## src/rtl/rcc_map.vh

```
// register map, field positions, reset values and timebase counts of the rtc calibration block
`ifndef RCC_MAP_VH
`define RCC_MAP_VH

// register indices; byte address is four times the index
`define RCC_IDX_DAY 4'h5
`define RCC_IDX_DATE 4'h6
`define RCC_IDX_MONTH 4'h7
`define RCC_IDX_YEAR 4'h8
`define RCC_IDX_CAL 4'hF

// calibration_output_config fields
`define RCC_CAL_DEEP_BIT 7
`define RCC_CAL_EN_BIT 6
`define RCC_CAL_CAL_FREQ_SELECT_HI 5
`define RCC_CAL_CAL_FREQ_SELECT_LO 4
`define RCC_CAL_ROUTE_HI 3

// reset values
`define RCC_CAL_RST 8'h00
`define RCC_DAY_RST 8'h00
`define RCC_DATE_RST 8'h01
`define RCC_MONTH_RST 8'h01
`define RCC_YEAR_RST 8'h00

// calendar limits
`define RCC_DAY_LAST 8'h06
`define RCC_MONTH_LAST 8'h0C
`define RCC_LEAP_YEAR_MAX 8'h60

// frequency select codes
`define RCC_CAL_FREQ_SELECT_1HZ 2'h0
`define RCC_CAL_FREQ_SELECT_512HZ 2'h1
`define RCC_CAL_FREQ_SELECT_500HZ 2'h2
`define RCC_CAL_FREQ_SELECT_16KHZ 2'h3

// half periods in timebase ticks: normal modes count 32.768 kHz ticks,
// fast modes count the 125x timebase (4.096 MHz) ticks
`define RCC_HALF_1HZ 14'h4000
`define RCC_HALF_512HZ 14'h0020
`define RCC_HALF_500HZ 14'h1000
`define RCC_HALF_16KHZ 14'h0080

`endif

```

## src/rtl/rcc_top.v

```verilog
// rtc calibration pulse routing and calendar date/month/year rollover
//
// Overview of operation
// - In the lowest power state with deep-sleep and enable set, only pin a gets the pulse, and only with route bit 0 set.
// - With enable clear no pin has the pulse; with it set each route-selected pin has it outside the lowest power state.
// - Frequency select 00/01/10/11 gives 1 Hz, 512 Hz, 500 Hz and 16 kHz.
// - With the enable set, route bit 3 drives pin d and route bit 2 drives pin c.
// - With the enable set, route bit 1 drives pin b and route bit 0 drives pin a.
// - The month length used for date rollover follows the month counter and leap years.
// - Months 1,3,5,7,8,10,12 roll over after day 31 and months 4,6,9,11 after day 30.
// - Passing the last day wraps the date to 1 and increments the month; the date resets to 1.
// - The month wraps from 12 to 1 and increments the year; the month resets to 1.
// - An hour wrap from 23 to 0 advances the day of week and the date, then rollover applies.
`include "rcc_map.vh"

module rcc_top (
    // clock and reset
    input wire clk_i,
    input wire rst_i,
    // wishbone slave
    input wire wb_cyc_i,
    input wire wb_stb_i,
    input wire wb_we_i,
    input wire [7:0] wb_adr_i,
    input wire [3:0] wb_sel_i,
    input wire [31:0] wb_dat_i,
    output reg [31:0] wb_dat_o,
    output reg wb_ack_o,
    // compensated timebase and rtc events, same clock domain
    input wire tick_norm_i,
    input wire tick_fast_i,
    input wire hour_wrap_i,
    input wire lowest_power_state_i,
    // pins: index 3..0 = d (port2 bit3), c (port1 bit2), b (port0 bit7), a (port0 bit5)
    input wire [3:0] port_dout_i,
    output reg [3:0] pin_o
);

    reg [7:0] cal_cfg_r;
    reg [7:0] day_r;
    reg [7:0] date_r;
    reg [7:0] month_r;
    reg [7:0] year_r;
    reg [13:0] div_cnt_r;
    reg cal_pulse_r;

    // bus decode; ack is registered, so each access costs one wait state and the
    // master may hold cyc between accesses, since the ack cycle takes no request
    wire bus_req = wb_cyc_i & wb_stb_i & ~wb_ack_o;
    wire [5:0] reg_idx = wb_adr_i[7:2];
    wire wr_lane0 = bus_req & wb_we_i & wb_sel_i[0];
    wire wr_cal = wr_lane0 && (reg_idx == {2'h0, `RCC_IDX_CAL});
    wire wr_day = wr_lane0 && (reg_idx == {2'h0, `RCC_IDX_DAY});
    wire wr_date = wr_lane0 && (reg_idx == {2'h0, `RCC_IDX_DATE});
    wire wr_month = wr_lane0 && (reg_idx == {2'h0, `RCC_IDX_MONTH});
    wire wr_year = wr_lane0 && (reg_idx == {2'h0, `RCC_IDX_YEAR});

    wire cal_en = cal_cfg_r[`RCC_CAL_EN_BIT];
    wire cal_deep = cal_cfg_r[`RCC_CAL_DEEP_BIT];
    wire [1:0] cal_freq_select = cal_cfg_r[`RCC_CAL_CAL_FREQ_SELECT_HI:`RCC_CAL_CAL_FREQ_SELECT_LO];

    // read mux and ack; unmapped words read as zero and are still acknowledged
    // so a probe of a spare address never stalls the bus
    reg [7:0] rd_byte;
    always @* begin
        if (reg_idx == {2'h0, `RCC_IDX_CAL}) begin
            rd_byte = cal_cfg_r;
        end else if (reg_idx == {2'h0, `RCC_IDX_DAY}) begin
            rd_byte = day_r;
        end else if (reg_idx == {2'h0, `RCC_IDX_DATE}) begin
            rd_byte = date_r;
        end else if (reg_idx == {2'h0, `RCC_IDX_MONTH}) begin
            rd_byte = month_r;
        end else if (reg_idx == {2'h0, `RCC_IDX_YEAR}) begin
            rd_byte = year_r;
        end else begin
            rd_byte = 8'h00;
        end
    end

    always @(posedge clk_i) begin
        if (rst_i) begin
            wb_ack_o <= 1'b0;
            wb_dat_o <= 32'h00000000;
        end else begin
            wb_ack_o <= bus_req;
            if (bus_req && !wb_we_i) begin
                wb_dat_o <= {24'h000000, rd_byte};
            end
        end
    end

    always @(posedge clk_i) begin
        if (rst_i) begin
            cal_cfg_r <= `RCC_CAL_RST;
        end else if (wr_cal) begin
            cal_cfg_r <= wb_dat_i[7:0];
        end
    end

    // month length; year 0 is taken as not leap
    // a year past 96 counts as common, the leap table stops there
    wire leap = (year_r[1:0] == 2'h0) && (year_r != 8'h00)
        && (year_r <= `RCC_LEAP_YEAR_MAX);
    reg [7:0] last_day;
    always @* begin
        case (month_r)
            8'h04, 8'h06, 8'h09, 8'h0B: last_day = 8'h1E;
            8'h02: last_day = leap ? 8'h1D : 8'h1C;
            default: last_day = 8'h1F;
        endcase
    end

    // calendar; a software write to a counter wins over a same-cycle day advance
    // the compare is >=, so an out-of-range date written by software still rolls
    // over at the next day instead of counting on past the month end
    wire date_roll = hour_wrap_i && (date_r >= last_day);
    wire month_roll = date_roll && (month_r >= `RCC_MONTH_LAST);
    always @(posedge clk_i) begin
        if (rst_i) begin
            day_r <= `RCC_DAY_RST;
            date_r <= `RCC_DATE_RST;
            month_r <= `RCC_MONTH_RST;
            year_r <= `RCC_YEAR_RST;
        end else begin
            if (wr_day) begin
                day_r <= wb_dat_i[7:0];
            end else if (hour_wrap_i) begin
                day_r <= (day_r >= `RCC_DAY_LAST) ? 8'h00 : day_r + 8'h01;
            end
            if (wr_date) begin
                date_r <= wb_dat_i[7:0];
            end else if (date_roll) begin
                date_r <= 8'h01;
            end else if (hour_wrap_i) begin
                date_r <= date_r + 8'h01;
            end
            if (wr_month) begin
                month_r <= wb_dat_i[7:0];
            end else if (month_roll) begin
                month_r <= 8'h01;
            end else if (date_roll) begin
                month_r <= month_r + 8'h01;
            end
            if (wr_year) begin
                year_r <= wb_dat_i[7:0];
            end else if (month_roll) begin
                year_r <= year_r + 8'h01;
            end
        end
    end

    // pulse divider; counts only compensated ticks so added or dropped
    // timebase pulses shift the output edges
    reg [13:0] half_cnt;
    reg div_tick;
    always @* begin
        case (cal_freq_select)
            `RCC_CAL_FREQ_SELECT_1HZ: half_cnt = `RCC_HALF_1HZ;
            `RCC_CAL_FREQ_SELECT_512HZ: half_cnt = `RCC_HALF_512HZ;
            `RCC_CAL_FREQ_SELECT_500HZ: half_cnt = `RCC_HALF_500HZ;
            default: half_cnt = `RCC_HALF_16KHZ;
        endcase
        div_tick = cal_freq_select[1] ? tick_fast_i : tick_norm_i;
    end

    reg [1:0] cal_freq_select_q_r;
    wire cal_freq_select_chg = (cal_freq_select_q_r != cal_freq_select);
    wire div_last = (div_cnt_r >= half_cnt - 14'h0001);
    always @(posedge clk_i) begin
        if (rst_i) begin
            cal_freq_select_q_r <= 2'h0;
            div_cnt_r <= 14'h0000;
            cal_pulse_r <= 1'b0;
        end else begin
            cal_freq_select_q_r <= cal_freq_select;
            // a mode change restarts the divider and drops the pulse low, so the first edge after it
            // comes a whole half period later; a high phase already under way is cut short
            if (cal_freq_select_chg || !cal_en) begin
                div_cnt_r <= 14'h0000;
                cal_pulse_r <= 1'b0;
            end else if (div_tick) begin
                if (div_last) begin
                    div_cnt_r <= 14'h0000;
                    cal_pulse_r <= ~cal_pulse_r;
                end else begin
                    div_cnt_r <= div_cnt_r + 14'h0001;
                end
            end
        end
    end

    // pin routing; pulse and port value both pass one flip-flop, so changing a
    // route bit never leaves a combinational path to a pin
    wire [3:0] pin_sel;
    wire [3:0] pin_nxt;
    genvar g;
    generate
        for (g = 0; g < 4; g = g + 1) begin : g_pin
            if (g == 0) begin : g_deep
                // in the lowest power state only pin a may carry the pulse
                assign pin_sel[g] = cal_en && cal_cfg_r[g]
                    && (!lowest_power_state_i || cal_deep);
            end else begin : g_main
                assign pin_sel[g] = cal_en && cal_cfg_r[g]
                    && !lowest_power_state_i;
            end
            // an unselected pin keeps its ordinary port value
            assign pin_nxt[g] = pin_sel[g] ? cal_pulse_r : port_dout_i[g];
        end
    endgenerate

    always @(posedge clk_i) begin
        if (rst_i) begin
            pin_o <= 4'h0;
        end else begin
            pin_o <= pin_nxt;
        end
    end

endmodule

```

## config.mk

```make
export PLATFORM = sky130hd
export DESIGN_NAME = rcc_top
export DESIGN_NICKNAME = d
export VERILOG_FILES = /design/src/rtl/rcc_top.v
export VERILOG_INCLUDE_DIRS = /design/src /design/src/rtl
export SDC_FILE = /design/constraint.sdc
export NUM_CORES = 1
export LEC_CHECK = 0
export ABC_AREA = 1
export BUFFER_PORTS_ARGS = -buffer_cell sky130_fd_sc_hd__buf_4
export CAP_MARGIN = 0
export CORE_MARGIN = 2
export CORE_UTILIZATION = 50
export CTS_BUF_LIST = sky130_fd_sc_hd__clkbuf_4 sky130_fd_sc_hd__clkbuf_8 sky130_fd_sc_hd__clkbuf_16
export DETAILED_ROUTE_END_ITERATION = 16
export MAX_ROUTING_LAYER = met4
export PLACE_DENSITY = 0.77
export SLEW_MARGIN = 40
export SYNTH_ARGS = -nofsm -noshare
export SYNTH_HDL_FRONTEND = slang
export SYNTH_SLANG_ARGS = --single-unit
```

## constraint.sdc

```tcl
create_clock -name clk_i -period 2.1 [get_ports clk_i]
set_clock_uncertainty 0.15 [all_clocks]
set_input_delay 0.42 -clock clk_i [delete_from_list [all_inputs] [get_ports clk_i]]
set_output_delay 0.42 -clock clk_i [all_outputs]
set_load 0.02 [all_outputs]
```

==> impl_metrics.toml <==
[synth]
synth_area_sq_mm = 0.00443
netlist_instances = 670
yosys.area.top_type = "dfxtp_1"
yosysUniqueCellTypes = 38
ys_warn_count = 0
synthArstFlopShare_pct = 0
ys_seq_elements = 70
synthTopCellsByArea = "dfxtp_1, nand2_1, inv_1, nor2_1, ha_1"
synth_edf_count = 0
synth_top_area_share_pct = 31.6
seq_area_frac_synth_pct = 31.6
synth.avg_cell_area_sq_um = 6.61
synthFlopType = "dfxtp_1"

[placement]
gp_congestion = 0.935
dp_cells = 848
place_hpwl_um = 8820
portBuffers = 40

[die]
dieWidth_um = 98.1
fp-row-count = 34
core_sq_mm = 0.00864
die_area_sq_mm = 0.00963
io_pins = 94
die_y_um = 98.1
initial_core_util_pct = 51.3

[critical_path]
slowest_delay_ns = 0.38
cp-startpoint = "month_r[1]"
slowest_stage = "dfxtp_4"
regToRegStartpoint = "month_r[1]"
rrSetupSlack_ns = -0.26
r2r-end = "year_r[1]"
start_kind = "register"
crit_chain = "inv_4 > ha_4 > o21ai_2 > a221oi_2 > a21oi_2 > ha_1 > inv_1 > nand2_1 > nand2_1 > nand2_1 > nand2_2 > nand2_4 > nand3_4 > nand2_4 > nand2_1 > a21oi_2"
worstSetupEndpointType = "register"
crit_top_cell = "nand2_1"
path_class = "register to register"
critical_path_required_ns = 2.23
arrival_ns = 2.49
crit_fanout = 8
reg2reg_depth = 16

[cts]
clk_pin_slew_ns = 0.08
cts_tree = "built"
clock_sinks = 70
clk_latency_ns = 0.35
numCtsBuffers = 9
clock_path_buffers = 2
root_buffer = "clkbuf_8"
htree_levels = 3

[drt]
postRouteAntennaNets = 0
finalWirelength_um = 12600
via_per_inst = 5.37
drt_iter0_markers = 334
wl_per_cell_um = 14.5
first_pass_iters = 5
num_vias = 4657
post-route-drc-count = 0

[final_layout]
seqCellArea_sq_mm = 0.00141
nets = 835
diodes = 0
final_cell_count_no_fill = 868
area_growth_pct = 28.7
multi_input_area_sq_mm = 0.00295
fillers = 728
drive_gt1_share_pct = 26.2
fin_util_pct = 66.0

[worst_hold_path]
hold_depth = 3
hold_end = "pin_o[3]"
min_path_type = "input port to register"
hp-start = "port_dout_i[3]"

[global_route]
grtUsageTotal_pct = 26.7
antenna_found_initial = 0
grt_start_max_net_pins = 40
grt_pass1_wl_um = 20400
overflow = 0
grt_pass1_vias = 4410

[sta]
setup_ws_ns = -0.258
slew_viol_final = 0
finalSetupViolations = 23
whs_ns = 0.170
min_period_ns = 2.36
hold_violations = 0
fin_crit_sh_pct = 112
rsz0062_at_grt = "true"
fmax_mhz = 424

[outcome]
status = "finished with violations"
violations = "negative setup slack"

[power]
power_density_mw_per_mm2 = 486
total_leakage_power_nw = 2.62
vdd_ir_drop_max_mv = 0.322

[job]
drv_cap = 0
## power by group
group          total [mW]  switching (mW)  internal, mW
clock network        1.15           0.511         0.638
logic               0.271           0.183        0.0883
registers            1.35          0.0122          1.34
## routing by layer
layer	track usage (%)	part of all wire (%)	vias up
met5	-	0	-
met3	4.37	7.8	22
li1	-	-	2292
met4	9.19	1.9	0
met1	34.6	43	2137
met2	42.6	48	206
## cells by family (layout without fill, tap and decap cells)
kind of cell	count (synthesis)	after routing	share of synthesized area, %
XOR/XNOR	17	17	3.36
AO/OA/AOI/OAI	86	86	10.3
other	1	24	0.0847
AND/OR/NAND/NOR	354	355	35.7
adder cells (fa/ha/maj)	22	22	6.21
flip-flops	70	70	31.6
buffers and inverters	120	186	12.6
## state kept, by name, indices dropped and copies added (netlist names)
name,cells
cal_freq_select_q_r,2
month_r,8
day_r,8
date_r,8
cal_pulse_r,1
wb_dat_o,8
pin_o,4
wb_ack_o,1
div_cnt_r,14
cal_cfg_r,8
year_r,8
## synthesized netlist by cell type (2+ instances only)
cell type  number
a21oi_1        47
a31oi_1         2
buf_2           2
buf_4          24
buf_6           2
clkbuf_1        9
dfxtp_1        70
ha_1           22
inv_1          76
inv_2           6
nand2_1       168
nand2_2         4
nand2_4         3
nand3_1        53
nand3_2         2
nand4_1        23
nor2_1         75
nor2_2          6
nor2_4          4
nor3_1          9
nor4_1          2
o2111ai_1       2
o21ai_0        26
o21ai_1         3
or2_2           2
xnor2_1         3
xor2_1         14
## critical path, delay by kind of cell, from the launching register on
family | cells | cell delay (ns)
compound gates | 4 | 0.51
fa+ha+maj | 2 | 0.39
buf+inv | 2 | 0.12
flops | 1 | 0.38
simple gates | 8 | 0.74
## worst max path at each step
stage | endpoint | slack [ns]
after floorplan | month_r[2] | -0.07
after global placement | year_r[3] | -0.26
after detailed placement | year_r[3] | -0.32
after CTS | year_r[2] | -0.20
after global routing | year_r[4] | -0.39
final | year_r[1] | -0.26
## final cells by class
cell class	instances	share of cell area, %
Tap cell	108	2.37
Timing Repair Buffer	88	11.8
Sequential cell	70	24.8
Clock inverter	3	0.746
Multi-Input combinational cell	504	51.7
Inverter	83	5.66
Clock buffer	12	2.90
## repair_timing
action,in CTS,in global routing
hold buffers,0,0
cloned,1,0
gates resized for setup,43,39
buffers inserted,4,0
pin swaps,30,20
endpoints found under the setup margin,36,37
## through the flow
stage	setup slack [ns]	instance area, sq um	total power [mW]	setup TNS, ns
3_5_place_dp	-0.320	5080	1.64	-7.00
5_1_grt	-0.394	5700	2.87	-8.38
4_1_cts	-0.197	5510	2.77	-3.49
3_3_place_gp	-0.260	5080	1.63	-4.66
6_report	-0.258	5700	2.77	-4.81
2_1_floorplan	-0.0676	4580	1.56	-0.386
## cells in the final DEF (no fill, tap or decap), types with 3 or more instances in the layout
cell        n
a21oi_1    36
a21oi_2    11
buf_4      85
clkbuf_8   12
conb_1     24
dfxtp_1    66
dfxtp_4     3
ha_1       11
ha_4       11
inv_1      71
inv_2       8
nand2_1   159
nand2_2     6
nand2_4     9
nand3_1    41
nand3_2    12
nand4_1    23
nor2_1     71
nor2_2      9
nor2_4      5
nor3_1      9
o21ai_0    19
o21ai_1     6
o21ai_2     5
xnor2_1     3
xor2_1     14
Power figures use the tool's default switching activity.
